===== src/acrb_pkg.sv =====
// Purpose: Constants for the converter control register bank
// Assumes: Byte-wide registers on an internal register port
// Notes: Shadow and active copies; commit applies all at once
//
// What this block does
// RL1: The power field uses 00 for normal operation, 10 for standby, and 11 is reserved.
// RL2: Power field code 01 puts the whole converter into full power-down once committed.
// RL3: The three-bit divide ratio codes 000 to 111 divide the input clock by 1 to 8.
// RL4: The three-bit phase field delays the divided clock by 0 to 7 input cycles, 000 meaning none.
// RL5: Test register bit 7 clear repeats the pattern; set emits it once and then zeros.
// RL6: A nonzero test mode puts generated test data on the output port instead of samples.
// RL7: Shadowed writes take no effect until 0x01 is written to the transfer address, then all apply together.
// RL8: After the shadowed values are applied the transfer bit clears by itself.
`default_nettype none
package acrb_pkg;
	localparam logic [7:0] ADDR_POWER = 8'h08;
	localparam logic [7:0] ADDR_GCLK = 8'h09;
	localparam logic [7:0] ADDR_CDIV = 8'h0B;
	localparam logic [7:0] ADDR_TEST = 8'h0D;
	localparam logic [7:0] ADDR_OFFS = 8'h10;
	localparam logic [7:0] ADDR_COMMIT = 8'hFF;
	localparam logic [7:0] RST_POWER = 8'h00;
	localparam logic [7:0] RST_GCLK = 8'h01;
	localparam logic [7:0] RST_CDIV = 8'h00;
	localparam logic [7:0] RST_TEST = 8'h00;
	localparam logic [7:0] RST_OFFS = 8'h00;
	localparam logic [7:0] COMMIT_CMD = 8'h01;
	localparam logic [1:0] PWR_NORMAL = 2'h0;
	localparam logic [1:0] PWR_FULLDOWN = 2'h1;
	localparam logic [1:0] PWR_STANDBY = 2'h2;
	localparam logic [1:0] PWR_RESERVED = 2'h3;
	localparam int POWER_LSB = 0;
	localparam int RATIO_LSB = 0;
	localparam int PHASE_LSB = 3;
	localparam int TMODE_LSB = 0;
	localparam int ONCE_BIT = 7;
	localparam int DCS_BIT = 0;
	localparam int OFFS_W = 6;
endpackage
`default_nettype wire


===== src/acrb_cfg_if.sv =====
// Purpose: Carries the committed settings between the bank and the divider
// Assumes: Single clock
// Notes: None
`timescale 1ns/1ps
`default_nettype none
interface acrb_cfg_if;
	logic [2:0] ratio;
	logic [2:0] phase;
	logic powered;
	logic div_clk;
	modport bank (output ratio, output phase, output powered, input div_clk);
	modport div (input ratio, input phase, input powered, output div_clk);
endinterface
`default_nettype wire


===== src/acrb_divider.sv =====
// Purpose: Divides the input clock enable stream by 1 to 8 with a phase delay
// Assumes: Input clock is clk_i, qualified by ce_i
// Notes: Output is a one-cycle tick per divided period
`timescale 1ns/1ps
`default_nettype none
module acrb_divider (
	// Clock and reset
	input wire logic clk_i,
	input wire logic rst_i,
	input wire logic ce_i,
	// Settings
	acrb_cfg_if.div cfg
);
	logic [2:0] cnt_q, cnt_d;
	logic [6:0] dly_q, dly_d;
	logic tick;

	always_comb
	begin
		// Catch up at once when a smaller ratio is committed below the count
		tick = cfg.powered && (cnt_q >= cfg.ratio); // [RL3]
		cnt_d = cnt_q;
		if (!cfg.powered || tick)
			cnt_d = 3'h0;
		else
			cnt_d = cnt_q + 3'h1;
		dly_d = {dly_q[5:0], tick};
	end

	// Delay line: tap 0 is the tick one cycle late; phase 0 takes the undelayed tick
	// Delayed ticks still in the line must not leak out after power-down
	assign cfg.div_clk = cfg.powered && ((cfg.phase == 3'h0) ? tick : dly_q[cfg.phase - 3'h1]); // [RL4]

	always_ff @(posedge clk_i or posedge rst_i)
	begin
		if (rst_i)
		begin
			cnt_q <= 3'h0;
			dly_q <= 7'h00;
		end
		else if (ce_i)
		begin
			cnt_q <= cnt_d;
			dly_q <= dly_d;
		end
	end
endmodule
`default_nettype wire


===== src/acrb_bank.sv =====
// Purpose: Shadowed control register bank of the converter
// Assumes: Register port writes and reads one byte per cycle
// Notes: Pattern generator here is a simple stand-in ramp
`timescale 1ns/1ps
`default_nettype none
module acrb_bank #(
	parameter int DATA_W = 12
) (
	// Clock and reset
	input wire logic clk_i,
	input wire logic rst_i,
	input wire logic ce_i,
	// Register port
	input wire logic wr_i,
	input wire logic rd_i,
	input wire logic [7:0] addr_i,
	input wire logic [7:0] wdata_i,
	output logic [7:0] rdata_o,
	// Converter core
	input wire logic [DATA_W-1:0] sample_i,
	output logic [DATA_W-1:0] data_o,
	output logic powerdown_o,
	output logic standby_o,
	output logic dcs_en_o,
	output logic [acrb_pkg::OFFS_W-1:0] offset_o,
	output logic div_clk_o
);
	logic [7:0] sh_pwr_q, sh_pwr_d, sh_gclk_q, sh_gclk_d, sh_cdiv_q, sh_cdiv_d;
	logic [7:0] sh_test_q, sh_test_d, sh_offs_q, sh_offs_d;
	logic [7:0] ac_pwr_q, ac_pwr_d, ac_gclk_q, ac_gclk_d, ac_cdiv_q, ac_cdiv_d;
	logic [7:0] ac_test_q, ac_test_d, ac_offs_q, ac_offs_d;
	logic commit_q, commit_d;
	logic [7:0] rdata_q, rdata_d;
	logic [DATA_W-1:0] pat_q, pat_d, data_q, data_d;
	logic done_q, done_d;
	logic [1:0] pmode;
	logic [3:0] tmode;
	acrb_cfg_if cfg ();

	acrb_divider u_div (
		.clk_i(clk_i),
		.rst_i(rst_i),
		.ce_i(ce_i),
		.cfg(cfg)
	);

	assign pmode = ac_pwr_q[acrb_pkg::POWER_LSB +: 2];
	assign tmode = ac_test_q[acrb_pkg::TMODE_LSB +: 4];
	assign cfg.ratio = ac_cdiv_q[acrb_pkg::RATIO_LSB +: 3];
	assign cfg.phase = ac_cdiv_q[acrb_pkg::PHASE_LSB +: 3];
	assign cfg.powered = (pmode == acrb_pkg::PWR_NORMAL);
	assign powerdown_o = (pmode == acrb_pkg::PWR_FULLDOWN); // [RL2]
	assign standby_o = (pmode == acrb_pkg::PWR_STANDBY); // [RL1]
	// Divide ratios other than 1 force the stabilizer on
	assign dcs_en_o = ac_gclk_q[acrb_pkg::DCS_BIT] || (cfg.ratio != 3'h0);
	assign offset_o = ac_offs_q[acrb_pkg::OFFS_W-1:0];
	assign div_clk_o = cfg.div_clk;
	assign rdata_o = rdata_q;
	assign data_o = data_q;

	always_comb
	begin
		sh_pwr_d = sh_pwr_q;
		sh_gclk_d = sh_gclk_q;
		sh_cdiv_d = sh_cdiv_q;
		sh_test_d = sh_test_q;
		sh_offs_d = sh_offs_q;
		commit_d = 1'b0; // [RL8]
		if (wr_i)
		begin
			case (addr_i)
				acrb_pkg::ADDR_POWER:
				begin
					// Reserved code is refused; the old setting stays
					if (wdata_i[1:0] != acrb_pkg::PWR_RESERVED) // [RL1]
						sh_pwr_d = {6'h00, wdata_i[1:0]};
				end
				acrb_pkg::ADDR_GCLK: sh_gclk_d = {7'h00, wdata_i[0]};
				acrb_pkg::ADDR_CDIV: sh_cdiv_d = {2'h0, wdata_i[5:0]};
				acrb_pkg::ADDR_TEST: sh_test_d = {wdata_i[7], 3'h0, wdata_i[3:0]};
				acrb_pkg::ADDR_OFFS: sh_offs_d = {2'h0, wdata_i[5:0]};
				acrb_pkg::ADDR_COMMIT: commit_d = (wdata_i == acrb_pkg::COMMIT_CMD); // [RL7]
				default: ;
			endcase
		end
	end

	always_ff @(posedge clk_i or posedge rst_i)
	begin
		if (rst_i)
		begin
			sh_pwr_q <= acrb_pkg::RST_POWER;
			sh_gclk_q <= acrb_pkg::RST_GCLK;
			sh_cdiv_q <= acrb_pkg::RST_CDIV;
			sh_test_q <= acrb_pkg::RST_TEST;
			sh_offs_q <= acrb_pkg::RST_OFFS;
			commit_q <= 1'b0;
		end
		else if (ce_i)
		begin
			sh_pwr_q <= sh_pwr_d;
			sh_gclk_q <= sh_gclk_d;
			sh_cdiv_q <= sh_cdiv_d;
			sh_test_q <= sh_test_d;
			sh_offs_q <= sh_offs_d;
			commit_q <= commit_d;
		end
	end

	// Commit copies every shadow at once, one cycle after the command
	always_comb
	begin
		ac_pwr_d = commit_q ? sh_pwr_q : ac_pwr_q; // [RL7]
		ac_gclk_d = commit_q ? sh_gclk_q : ac_gclk_q;
		ac_cdiv_d = commit_q ? sh_cdiv_q : ac_cdiv_q;
		ac_test_d = commit_q ? sh_test_q : ac_test_q;
		ac_offs_d = commit_q ? sh_offs_q : ac_offs_q;
	end

	always_ff @(posedge clk_i or posedge rst_i)
	begin
		if (rst_i)
		begin
			ac_pwr_q <= acrb_pkg::RST_POWER;
			ac_gclk_q <= acrb_pkg::RST_GCLK;
			ac_cdiv_q <= acrb_pkg::RST_CDIV;
			ac_test_q <= acrb_pkg::RST_TEST;
			ac_offs_q <= acrb_pkg::RST_OFFS;
		end
		else if (ce_i)
		begin
			ac_pwr_q <= ac_pwr_d;
			ac_gclk_q <= ac_gclk_d;
			ac_cdiv_q <= ac_cdiv_d;
			ac_test_q <= ac_test_d;
			ac_offs_q <= ac_offs_d;
		end
	end

	always_comb
	begin
		rdata_d = rdata_q;
		if (rd_i)
		begin
			case (addr_i)
				acrb_pkg::ADDR_POWER: rdata_d = sh_pwr_q;
				acrb_pkg::ADDR_GCLK: rdata_d = sh_gclk_q;
				acrb_pkg::ADDR_CDIV: rdata_d = sh_cdiv_q;
				acrb_pkg::ADDR_TEST: rdata_d = sh_test_q;
				acrb_pkg::ADDR_OFFS: rdata_d = sh_offs_q;
				acrb_pkg::ADDR_COMMIT: rdata_d = {7'h00, commit_q};
				default: rdata_d = 8'h00;
			endcase
		end
	end

	// Reads return the shadow copy so settings can be checked before commit
	always_ff @(posedge clk_i or posedge rst_i)
	begin
		if (rst_i)
			rdata_q <= 8'h00;
		else if (ce_i)
			rdata_q <= rdata_d;
	end

	always_comb
	begin
		pat_d = pat_q;
		done_d = done_q;
		if (commit_q)
		begin
			pat_d = '0;
			done_d = 1'b0;
		end
		else if (tmode != 4'h0 && cfg.div_clk)
		begin
			pat_d = pat_q + {{(DATA_W-1){1'b0}}, 1'b1};
			if (ac_test_q[acrb_pkg::ONCE_BIT] && (&pat_q)) // [RL5]
				done_d = 1'b1;
		end
	end

	// Output word changes only on divided clock ticks
	always_comb
	begin
		data_d = data_q;
		if (cfg.div_clk)
		begin
			if (tmode == 4'h0)
				data_d = sample_i;
			else if (done_q) // [RL5]
				data_d = '0;
			else
				data_d = pat_q; // [RL6]
		end
	end

	always_ff @(posedge clk_i or posedge rst_i)
	begin
		if (rst_i)
		begin
			pat_q <= '0;
			done_q <= 1'b0;
		end
		else if (ce_i)
		begin
			pat_q <= pat_d;
			done_q <= done_d;
		end
	end

	always_ff @(posedge clk_i or posedge rst_i)
	begin
		if (rst_i)
			data_q <= '0;
		else if (ce_i)
			data_q <= data_d;
	end
endmodule
`default_nettype wire


===== config.mk =====
export PLATFORM = sky130hd
export DESIGN_NAME = acrb_bank
export DESIGN_NICKNAME = d
export VERILOG_FILES = /design/src/acrb_pkg.sv /design/src/acrb_cfg_if.sv /design/src/acrb_divider.sv /design/src/acrb_bank.sv
export SDC_FILE = /design/constraint.sdc
export NUM_CORES = 1
export LEC_CHECK = 0
export BUFFER_PORTS_ARGS = -buffer_cell sky130_fd_sc_hd__buf_2
export CAP_MARGIN = 20
export CORE_AREA = 4 4 92 94
export DETAILED_ROUTE_END_ITERATION = 10
export DIE_AREA = 0 0 96 98
export HOLD_SLACK_MARGIN = 0.05
export PLACE_DENSITY = 0.79
export SLEW_MARGIN = 10
export SYNTH_ARGS = -nofsm -noshare
export SYNTH_HDL_FRONTEND = slang
export SYNTH_SLANG_ARGS = --single-unit

===== constraint.sdc =====
create_clock -name clk_i -period 3.6 [get_ports clk_i]
set_input_delay 0.54 -clock clk_i [delete_from_list [all_inputs] [get_ports clk_i]]
set_output_delay 0.54 -clock clk_i [all_outputs]
set_load 0.01 [all_outputs]

## Word level (Yosys, flattened, before mapping)

Index checks and enable logic that the tools add are counted.

| storage, ports and cells | value |
|---|---|
| memories kept | 0 |
| latch bits | 0 |
| bits in registers | 84 |
| input bits | 33 |
| ROM bits | 0 |
| RAM bits | 0 |
| output and inout port bits | 30 |
| word-level logic and storage cells | 71 |

| cells by class | value |
|---|---|
| magnitude comparators | 2 |
| multiplexer cells | 14 |
| add/subtract/negate cells | 3 |
| multipliers | 0 |
| shift-type cells | 0 |
| divide/modulo/power cells | 0 |
| eq/ne operators | 10 |
| bitwise gates (word level) | 0 |
| reductions and logical operators | 25 |

Operators by type and width:

| kind | number |
|---|---|
| 2-to-1 mux 12 bit | 4 |
| one-hot mux 8 bit (6 select lines) | 1 |
| == test 8 x 4 -> 1 bit (second input constant) | 4 |
| AND reduction 3 bit | 5 |
| adder 12 x 1 -> 12 bit (second input constant) | 1 |
| AND reduction 12 bit | 1 |
| == test 8 x 1 -> 1 bit (second input constant) | 1 |
| == test 8 x 5 -> 1 bit (second input constant) | 1 |
| == test 8 bit (second input constant) | 1 |
| AND reduction 2 bit | 4 |
| 2-to-1 mux 1 bit | 7 |
| logical AND 1 bit | 4 |
| zero test 4 bit | 1 |
| less-than comparator 3 x 4 -> 1 bit (second input constant) | 1 |
| AND reduction 4 bit | 1 |
| nonzero test 2 bit | 2 |
| nonzero test 4 bit | 1 |
| adder 3 x 1 -> 3 bit (second input constant) | 1 |
| binary-select mux 1 bit (select 3 bit) | 1 |
| greater-or-equal comparator 3 bit | 1 |
| zero test 3 bit | 1 |
| 2-to-1 mux 3 bit | 1 |
| nonzero test 3 bit | 1 |
| subtractor 3 x 1 -> 3 bit (second input constant) | 1 |
| 6 further kinds | 7 |

## Logic depth before layout (Yosys ltp)

Gate-level depths: netlist of the first run.

| depth | value |
|---|---|
| depth in word-level cells | 8 |
| mapped depth | 10 |
| gate-level depth less buffers | 8 |

## Cells and area by module

A second synthesis of the first run with hierarchy kept.

| second synthesis, totals | value |
|---|---|
| cell total of the unflattened synthesis | 392 |
| area total of the unflattened synthesis | 3976.3 um^2 |

Modules (own cells, without submodules):

| module | times used | area each (um^2) | cells each | sequential area each (um^2) |
|---|---|---|---|---|
| acrb_bank | 1 | 3369.5 | 335 | 1829.3 |
| acrb_divider | 1 | 606.8 | 57 | 250.2 |

## Least setup slack after synthesis of the first run

No wires, ideal clock.

| timing path | value |
|---|---|
| path kind | input to register |
| start point | input port addr_i[5] |
| end point | register sh_test_q[0] |
| slack | 1266 ps |
| path buffers | 1 |
| library setup time | 125 ps |
| arrival | 2209 ps |
| data required time | 3475 ps |
| cell stages on the path | 6 |
| cell sequence | or3_4 or4b_4 nor2_4 and3_1 buf_6 mux2_4 |

| on the way | value |
|---|---|
| cells in the longest elaborated chain, start to end | 2 |

RTL lines:

| element | RTL line | source |
|---|---|---|
| start: declaration | acrb_bank.sv:16 | `input wire logic [7:0] addr_i,` |
| == test 8 x 4 -> 1 bit | acrb_bank.sv:71 | `case (addr_i)` |
| AND reduction 3 bit (no source line) | n/a |  |
| end signal: assignment | acrb_bank.sv:95 | `sh_test_q <= acrb_pkg::RST_TEST;` |
| end signal: assignment | acrb_bank.sv:104 | `sh_test_q <= sh_test_d;` |
| end: declaration | acrb_bank.sv:29 | `logic [7:0] sh_test_q, sh_test_d, sh_offs_q, sh_offs_d;` |

No other way between the ends.
A chain may end at the register's enable or synchronous reset.

## Worst setup path after layout of the first run

| timing path | value |
|---|---|
| start point | register ac_cdiv_q[3] |
| end point | output port div_clk_o |

| on the way | value |
|---|---|
| cells in the longest elaborated chain, start to end | 5 |
| elaborated cells on any way between the ends | 6 |
| those cells by class | add/sub (1); mux (3); reduce/logical (2) |

RTL lines:

| element | RTL line | source |
|---|---|---|
| start: declaration | acrb_bank.sv:30 | `logic [7:0] ac_pwr_q, ac_pwr_d, ac_gclk_q, ac_gclk_d, ac_cdiv_q, ac_cdiv_d;` |
| start signal: assignment | acrb_bank.sv:126 | `ac_cdiv_q <= acrb_pkg::RST_CDIV;` |
| start signal: assignment | acrb_bank.sv:134 | `ac_cdiv_q <= ac_cdiv_d;` |
| subtractor 3 x 1 -> 3 bit | acrb_divider.sv:32 | `assign cfg.div_clk = cfg.powered && ((cfg.phase == 3'h0) ? tick : dly_q[cfg.phase - 3'h1]);` |
| binary-select mux 1 bit (select 3 bit) | acrb_divider.sv:32 |  |
| 2-to-1 mux 1 bit (not written as such) | acrb_divider.sv:32 |  |
| 2-to-1 mux 1 bit * | acrb_divider.sv:32 |  |
| logical AND 1 bit * | acrb_divider.sv:32 |  |
| end: declaration | acrb_bank.sv:26 | `output logic div_clk_o` |

Mark *: on every way between the ends. The rest lies on a longest branch, timed or not. The select of a mux whose other input is x is not followed.

==> results of run 1 <==
-- metrics by stage --
| step | total power [mW] | instance area [um2] | util (%) | hold slack (ns) |
|---|---|---|---|---|
| final | 2.150 | 4543 | 59.41 | 0.1858 |
| after global routing | 2.285 | 4543 | 59.41 | 0.2184 |
| after CTS | 2.164 | 4523 | 59.15 | 0.4124 |
| after detailed placement | 1.601 | 4367 | 57.10 | 0.4631 |
| after global placement | 1.573 | 4367 | 57.10 | 0.4543 |
| after floorplan | 1.444 | 4008 | - | 0.4353 |
-- Yosys cell counts (4+ instances only) --
library cell	instances
a21oi_1	21
clkbuf_1	11
buf_2	4
or4_1	5
nor2_1	16
and3_1	9
o211ai_1	5
nor3b_1	13
o21ai_0	25
mux2_4	5
nor4_1	4
nand4_1	7
inv_1	11
dfrtp_1	81
o31ai_1	5
nand2_1	85
ha_1	7
nand3_1	7
mux2_2	19
xor2_1	4
-- final cells by class --
class                   instances  area (um2)
clock inverters                 3       17.52
repair buffers                 66       355.3
well taps                     102       127.6
fillers                       660        3104
flip-flops and latches         83        2079
multi-input cells             279        1782
clock buffers                  13       138.9
inverters                      11       42.54
-- worst max-delay path: stages (launching register included) --
cell and delay, ns:
dfrtp_1 0.38, inv_1 0.10, ha_1 0.34, mux4_1 0.29, or3_1 0.33, o21a_4 0.15
and3_1 0.18, buf_2 0.14
-- metal layers --
metal	vias to the layer above	wire length, um	track usage (%)
met2	86	4266	30.91
met1	1546	3771	26.37
li1	1503	-	-
met5	-	0	0
met3	12	452	5.239
met4	0	138	5.470
-- power breakdown --
part | internal, mW | leakage, nW | switching [mW]
clock network | 0.250 | 0.0774 | 0.321
registers | 1.06 | 1.11 | 0.0771
logic | 0.195 | 1.02 | 0.248
total | 1.50 | 2.20 | 0.646
-- kinds of logic (layout without fill, tap and decap cells) --
| kind of cell | Yosys count | in the layout | synth area share, % |
|---|---|---|---|
| compound gates | 72 | 72 | 11.11 |
| simple gates | 166 | 166 | 21.14 |
| other cells | 1 | 1 | 0.09357 |
| fa+ha+maj | 7 | 7 | 2.185 |
| flops | 83 | 83 | 51.89 |
| xor+xnor | 5 | 5 | 1.093 |
| mux | 28 | 28 | 8.617 |
| buf+inv | 32 | 93 | 3.871 |
-- final timing paths --
path	endpoint	slack, ns	start	cells past startpoint
min in group clk_i	sh_test_q[7]$_DFFE_PP0P_	0.45	wdata_i[7]	2
max in group asynchronous	ac_gclk_q[0]$_DFFE_PP1P_	2.66	rst_i	3
worst min register to register	ac_gclk_q[0]$_DFFE_PP1P_	0.47	ac_gclk_q[0]$_DFFE_PP1P_	2
worst max register to register	pat_q[7]$_DFFE_PP0P_	0.90	u_div.cnt_q[0]$_DFFE_PP0P_	9
worst max-delay path	div_clk_o	0.80	ac_cdiv_q[3]$_DFFE_PP0P_	7
worst min-delay path	ac_offs_q[1]$_DFFE_PP0P_	0.19	rst_i	2
-- sequential cells by signal, summed over array words and instances (netlist names) --
| signal | flops |
|---|---|
| rdata_o | 7 |
| ac_pwr_q | 2 |
| u_div.cnt_q | 3 |
| sh_test_q | 5 |
| u_div.dly_q | 7 |
| ac_cdiv_q | 6 |
| pat_q | 12 |
| sh_gclk_q | 1 |
| done_q | 1 |
| commit_q | 1 |
| sh_pwr_q | 2 |
| data_o | 12 |
| sh_offs_q | 6 |
| sh_cdiv_q | 6 |
| ac_offs_q | 6 |
| ac_test_q | 5 |
| ac_gclk_q | 1 |
==> metrics.txt, run 1 <==
CTS tree yes; outcome complete, no violations; largest net degree at the start of global routing 60; clk_skew 0.01561 ns; post-synth top area cell dfrtp_1; first-pass GRT wire length 14430 um; # rows 32; clock root cell clkbuf_8; Ports 63; clock slew at reported path FFs 0.08 ns; Synth area leaders dfrtp_1 51%, nand2_1 8.0%, mux2_2 5.3%; final wirelength between 8000 and 9000 um; Worst-Skew Late Latency ~0.36 ns; Post-CTS Setup Inserts 0; residual DRC count 0; core area roughly 7600 um2; Max Cap Viol 0; CP required about 3.1 ns; RSZ-0062 raised after global routing no; routed vias/inst about 5.6; hold crit path type in2async; ANT nets after route 0; static leakage 2.203 nW; DIE AREA around 9400 um2; Main synth FF type dfrtp_1; Critical Path Sink Type primary output; Num CTS Buffers 9; Mapped Cells ~390; Crit Path Class reg2out; yosys warns 0; synthesized cell area between 4000 and 5000 um2; 1st-iter DRT viols roughly 210; crit start category flop; max-slew violations 0; Final period util around 80%; routability cong. about 0.91; Place WS 0.9486 ns; DP HPWL ~6300 um; VDD IR-drop max roughly 220 uV; top-area cell type share of the netlist area about half; Die Ht about 98 um; starting density of the core between 50% and 60%; vias in the first global route 3045; Mean Syn Cell Area slightly above 10 um2; post-synthesis cell type count 52; nets@finish between 400 and 500; IO Port Bufs 61; fmax roughly 360 MHz; Remaining Overflow, GRT 0; initial antenna violation count 0; die width 96 um; #FFs+latches synth just over 80; final hold vios 0; First-pass DRT Iterations 5; commonest non-fill, non-tap cells in the layout 85 x nand2_1, 81 x dfrtp_1, 61 x buf_2; Final min period around 2.8 ns; placed insts 540; # resized after CTS 0; number of clock sinks 83; final setup fails 0; asr flop ratio synth 100.0%; CTS H-tree lvls 3; # diodes 0; most common cell after layout, fill and taps aside nand2_1; Worst slew margin roughly 39%; CP Max Fanout 6; EDFF count, synth 0; layout cells sized above 1 ~25%; Pwr per Cell Area approximately 470 nW/um2; hold bufs inserted after CTS 0; synth-to-layout area growth 13.36%; clk buf depth 2; Mapped Nets between 400 and 500; Final WS setup ~0.80 ns; setup_tns 0 ns; via count 3147; Slew @ Worst Pin 0.9137 ns; fin cells 557; GRT Total Usage around a fifth; CP Data Arrival Time between 2 and 2.5 ns; routed len/inst 15.49 um; sequential cell area fraction in the yosys report between 50% and 60%
(Power assumes the default switching activity.)
==> inputs of run 2 (changes only) <==
--- a/config.mk
+++ b/config.mk
@@ -7,9 +7,9 @@
 export LEC_CHECK = 0
 export BUFFER_PORTS_ARGS = -buffer_cell sky130_fd_sc_hd__buf_2
 export CAP_MARGIN = 20
-export CORE_AREA = 4 4 92 94
+export CORE_AREA = 4 4 94 96
 export DETAILED_ROUTE_END_ITERATION = 10
-export DIE_AREA = 0 0 96 98
+export DIE_AREA = 0 0 98 100
 export HOLD_SLACK_MARGIN = 0.05
 export PLACE_DENSITY = 0.79
 export SLEW_MARGIN = 10
==> constraint.sdc (replaced) <==
create_clock -name clk_i -period 2.3 [get_ports clk_i]
set_input_delay 0.345 -clock clk_i [delete_from_list [all_inputs] [get_ports clk_i]]
set_output_delay 0.345 -clock clk_i [all_outputs]
set_load 0.01 [all_outputs]
==> run 2 against run 1 <==
Net effect: the flow now finishes with violations (negative setup slack); clock power increased by 120%; global-route usage increased by 0.40 points; worst hold slack got worse by 0.091 ns; register-to-register slack got worse by 0.95 ns; clock skew decreased by 0.010 ns; wire length increased by 11%; critical path depth increased by 1; die area increased by 4.2%; cell area increased by 9.1%; sequential power increased by 56%; non-clock buffer count increased by 22; flip-flop and latch count unchanged.
==> metrics.txt, run 2 (synthesis results as in run 1) <==
outcome finished with violations; violated checks negative setup slack; synth-to-layout area growth 23.67%; starting density of the core between 40% and 50%; initial antenna violation count 0; final setup fails 6; # rows 33; IO Port Bufs 61; hold bufs inserted after CTS 0; Final period util 109.4%; largest net degree at the start of global routing 84; number of clock sinks 83; Final WS setup -0.2168 ns; Worst slew margin approximately 53%; Final min period 2.517 ns; nets@finish ~510; ANT nets after route 0; max-slew violations 0; CP Cell Sequence inv_2 -> ha_4 -> mux4_2 -> or3_1 -> o21a_4 -> buf_6 -> and3_4 -> buf_6; vias in the first global route around 3200; crit start category flop; fin cells between 500 and 600; static leakage approximately 2.4 nW; Crit Path Class reg2out; CP required between 1.5 and 2 ns; Crit-path slowest cell dfrtp_1; CP Max Fanout 2; CP Data Arrival Time 2.17 ns; layout cells sized above 1 around a third; GRT Total Usage ~20%; residual DRC count 0; commonest non-fill, non-tap cells in the layout 85 x nand2_1, 81 x dfrtp_1, 60 x buf_2; Pwr per Cell Area 807.4 nW/um2; clock slew at reported path FFs around 0.080 ns; CP delay by family, top simple AND/OR/NAND/NOR gates; First-pass DRT Iterations 4; Critical Path Sink Type primary output; Max Cap Viol 0; die width 98 um; VDD IR-drop max between 400 and 500 uV; clock root cell clkbuf_8; clk buf depth 2; CTS tree yes; first-pass GRT wire length between 15000 and 20000 um; DP HPWL between 6000 and 7000 um; Die Ht around 100 um; placed insts around 560; final wirelength roughly 9600 um; final hold vios 0; routed vias/inst ~5.6; DIE AREA 9800 um2; setup_tns -0.3463 ns; clk_skew 0.005268 ns; CP bufs+invs 3; Place WS -0.03202 ns; Worst-Skew Late Latency between 0.3 and 0.4 ns; Num CTS Buffers 9; Slew @ Worst Pin approximately 0.7 ns; CP peak stage delay 0.38 ns; Ports 63; 1st-iter DRT viols 237; hold crit path type in2async; CTS H-tree lvls 3; Most common cell on crit path buf_6; core area between 8000 and 9000 um2; routability cong. ~0.92; fmax slightly below 400 MHz; Remaining Overflow, GRT 0; RSZ-0062 raised after global routing yes; via count 3285; routed len/inst 16.45 um; # diodes 0; most common cell after layout, fill and taps aside nand2_1
## run 2: changes by cell type in the layout (fill, tap and decap cells not counted), sizes merged
cell / before / now
nand4: 8 / 9
clkinvlp: 1 / 2
clkbuf: 13 / 10
buf: 66 / 87
bufinv: 0 / 3
## run 2: final cells by class
| cell class | count | area (um2) |
|---|---|---|
| inverters | 11 | 45.04 |
| clock inverters | 7 | 116.4 |
| clock buffers | 9 | 123.9 |
| flip-flops and latches | 83 | 2079 |
| multi-input cells | 280 | 1867 |
| well taps | 105 | 131.4 |
| repair buffers | 88 | 593.1 |
| fillers | 641 | 3095 |
## run 2: worst min-delay path, delay by kind of cell
| family | cells | cell delay [ns] |
|---|---|---|
| buf+inv | 3 | 0.53 |
## run 2: timing repair
item,4_1_cts,5_1_grt
resized for setup,10,14
endpoints found under the setup margin,5,14
pin swaps,7,4
setup buffers,5,5
cloned,1,1
## run 2: metrics by stage
stage / utilization [%] / cell area (um2) / power [mW] / hold WS, ns
global route: 61.55 / 4956 / 4.219 / 0.1301
floorplan: - / 4011 / 2.260 / 0.4353
detailed placement: 55.74 / 4488 / 2.557 / 0.4523
global placement: 55.74 / 4488 / 2.510 / 0.4523
finish: 61.55 / 4956 / 4.001 / 0.09521
CTS: 59.84 / 4818 / 3.909 / 0.1064
## run 2: final timing paths
kind	start	endpoint	slack [ns]	cells after the start
max	ac_cdiv_q[3]$_DFFE_PP0P_	div_clk_o	-0.22	8
min	rst_i	data_o[2]$_DFFE_PP0P_	0.1	3
max reg2reg	ac_cdiv_q[3]$_DFFE_PP0P_	pat_q[9]$_DFFE_PP0P_	-0.05	10
min reg2reg	ac_gclk_q[0]$_DFFE_PP1P_	ac_gclk_q[0]$_DFFE_PP1P_	0.47	2
max in group asynchronous	rst_i	sh_gclk_q[0]$_DFFE_PP1P_	1.84	3
min in group clk_i	wdata_i[7]	sh_test_q[7]$_DFFE_PP0P_	0.26	2
## run 2: power by group
part | switching [mW] | total [mW] | internal [mW] | leakage (nW)
sequential | 0.126 | 1.78 | 1.66 | 1.11
clock | 0.539 | 1.26 | 0.719 | 0.119
combinational | 0.468 | 0.960 | 0.492 | 1.16
## run 2: metal layers
metal	vias to the layer above	global-route usage, %	share of wire [%]
li1	1553	-	-
met1	1601	26.94	43
met2	115	31.31	49
met3	16	3.475	6.1
met4	0	9.904	2.2
met5	-	0	0
==> inputs of run 3 (changes only) <==
--- a/config.mk
+++ b/config.mk
@@ -5,11 +5,12 @@
 export SDC_FILE = /design/constraint.sdc
 export NUM_CORES = 1
 export LEC_CHECK = 0
+export ABC_AREA = 1
 export BUFFER_PORTS_ARGS = -buffer_cell sky130_fd_sc_hd__buf_2
 export CAP_MARGIN = 20
-export CORE_AREA = 4 4 94 96
+export CORE_AREA = 4 4 96 98
 export DETAILED_ROUTE_END_ITERATION = 10
-export DIE_AREA = 0 0 98 100
+export DIE_AREA = 0 0 100 102
 export HOLD_SLACK_MARGIN = 0.05
 export PLACE_DENSITY = 0.79
 export SLEW_MARGIN = 10
==> run 3 against run 2 <==
Net effect: the run now ends clean; cell area down 0.48%; register-to-register slack better by 0.25 ns; maximum frequency up 16%; global-route usage down 0.36 points; wire length down 0.81%; via count up 9.3%; clock-buffer cell count up 2; sequential share of layout area up 0.20 points; highest routed layer unchanged.
==> metrics.txt, run 3 <==
nets@finish between 600 and 700; fill cell count between 700 and 800; initial antenna violation count 0; Mapped Cells between 500 and 600; Post-Synth Simple-Gate Area between 20% and 30%; layout cells sized above 1 a little over a fifth; ANT nets after route 0; most common cell after layout, fill and taps aside nand2_1; outcome complete, no violations; clk_skew between 0.01 and 0.015 ns; residual DRC count 0; Synth area leaders dfrtp_1 48%, nand2_1 14%, o21ai_0 5.6%; routed vias/inst slightly above 5; Synth Area in Compound Gates between 10% and 20%; GRT Total Usage between 10% and 20%; Final min period ~2.2 ns; VDD IR-drop max about 280 uV; final hold vios 0; Worst-Skew Late Latency roughly 0.35 ns; Pwr per Cell Area 692.2 nW/um2; final wirelength ~9500 um; core area 8466 um2; DP HPWL 6899 um; overall power approximately 3.4 mW; # diodes 0; post-synthesis cell type count 39; CP required 1.96 ns; Post-Synth Adder-Cell Area 2.074%; DIE AREA roughly 10000 um2; CP Max Fanout 4; sequential cell area fraction in the yosys report about 49%; die width around 100 um; Die Ht ~100 um; Crit Path Class reg2out; Worst slew margin 44.78%; Main synth FF type dfrtp_1; Mapped Nets around 550; # rows 34; largest family of logic cells by synthesized area simple AND/OR/NAND/NOR gates; Num CTS Buffers 9; via count 3590; post-synth top area cell dfrtp_1; asr flop ratio synth 100.0%; max-slew violations 0; most common cell in the netlist nand2_1; EDFF count, synth 0; CP Data Arrival Time 1.83 ns; Remaining Overflow, GRT 0; hold bufs inserted after CTS 0; first-pass GRT wire length between 15000 and 20000 um; 1st-iter DRT viols about 210; synth-to-layout area growth 16.80%; #FFs+latches synth between 80 and 90; post-synthesis mux area share 2.133%; Worst Reg2Reg Path Length in Cells 14; vias in the first global route 3461; RSZ-0062 raised after global routing no; routability cong. roughly 0.94; CTS H-tree lvls 3; clock root cell clkbuf_8; top-area cell type share of the netlist area 48.00%; routed len/inst approximately 14 um; First-pass DRT Iterations 6; clk buf depth 2; clock slew at reported path FFs around 0.08 ns; Mean Syn Cell Area between 8 and 9 um2; final setup fails 0; XOR/XNOR Fraction of Synth Area 1.659%; Synth top cells by count 162 x nand2_1, 81 x dfrtp_1, 47 x o21ai_0; Slew @ Worst Pin roughly 0.83 ns; fmax 460.3 MHz; Max Cap Viol 0; hold crit path type in2async; crit start category flop; CTS tree yes; starting density of the core roughly 50%; yosys warns 0; largest net degree at the start of global routing 38; static leakage about 2.5 nW; Final period util approximately 94%; synthesized cell area ~4200 um2; commonest non-fill, non-tap cells in the layout 162 x nand2_1, 81 x dfrtp_1, 61 x buf_2; Critical Path Sink Type primary output; number of clock sinks 83; IO Port Bufs ~60; setup_tns 0 ns; Ports 63
==> run 3: cell types whose count changed after synthesis, sizes merged, moves of 9 or more <==
cell	before	now
o21ai	26	52
mux2	24	8
nand3	7	32
o21a	2	13
inv	11	50
nor2	17	41
and3	9	0
a21oi	21	12
nand2	85	165
nor3b	13	1
==> run 3: layer usage <==
layer | part of all wire (%) | vias up | global-route usage, %
met5 | 0 | - | 0
met4 | 1.7 | 0 | 6.528
met3 | 7.4 | 18 | 4.437
met2 | 47 | 132 | 32.02
met1 | 44 | 1662 | 26.05
li1 | - | 1778 | -
==> run 3: cell families after synthesis <==
family | count (synthesis)
other | 1
and+or+nand+nor | 256
xor gates and xnor gates | 8
AOI/OAI and AO/OA | 82
DFF | 83
buffers and inverters | 67
adders and majority gates | 7
muxes | 8
==> run 3: final cells by class <==
| class | count | area, um2 | share of cell area [%] |
|---|---|---|---|
| inverters | 52 | 198.9 | 4.033 |
| well taps | 108 | 135.1 | 2.740 |
| clock buffers | 11 | 151.4 | 3.070 |
| multi-input cells | 362 | 1884 | 38.20 |
| flip-flops and latches | 83 | 2079 | 42.16 |
| repair buffers | 70 | 397.9 | 8.067 |
| clock inverters | 5 | 85.08 | 1.725 |
==> run 3: critical path: stages (launching register included) <==
cell	delay, ns
dfrtp_1	0.43
inv_2	0.09
ha_1	0.23
nand2_1	0.10
inv_2	0.05
nor2_4	0.09
clkinv_1	0.07
nand3_2	0.06
nand3_2	0.09
nand2_4	0.09
inv_1	0.04
buf_2	0.13
==> run 3: through the flow <==
stage	instance area [um2]	std cells	setup slack, ns	hold slack [ns]	utilization [%]
finish	4932	691	0.1277	0.1460	58.26
global route	4932	691	0.03824	0.1862	58.26
global placement	4652	672	0.4527	0.4643	54.95
CTS	4888	688	0.05842	0.1579	57.74
floorplan	4227	512	0.5949	0.4529	-
detailed placement	4652	672	0.3153	0.4644	54.95
==> run 3: worst paths after layout <==
kind,start,endpoint,slack [ns]
worst max-delay path,ac_cdiv_q[3]$_DFFE_PP0P_,div_clk_o,0.13
worst min register to register,ac_cdiv_q[4]$_DFFE_PP0P_,ac_cdiv_q[4]$_DFFE_PP0P_,0.49
worst min-delay path,rst_i,sh_offs_q[0]$_DFFE_PP0P_,0.15
min in group clk_i,wdata_i[7],sh_test_q[7]$_DFFE_PP0P_,0.28
max in group asynchronous,rst_i,pat_q[8]$_DFFE_PP0P_,1.55
worst max register to register,ac_cdiv_q[3]$_DFFE_PP0P_,pat_q[2]$_DFFE_PP0P_,0.20
==> run 3: repair_timing <==
item / 4_1_cts / 5_1_grt
gates resized for setup: 0 / 3
setup endpoints to repair: 0 / 1
buffers inserted: 0 / 3
hold endpoints to repair: 0 / 0
==> run 3: report_power, final <==
part           internal, mW  switching (mW)
Clock                 0.675           0.539
Combinational         0.240           0.277
Sequential             1.60          0.0827
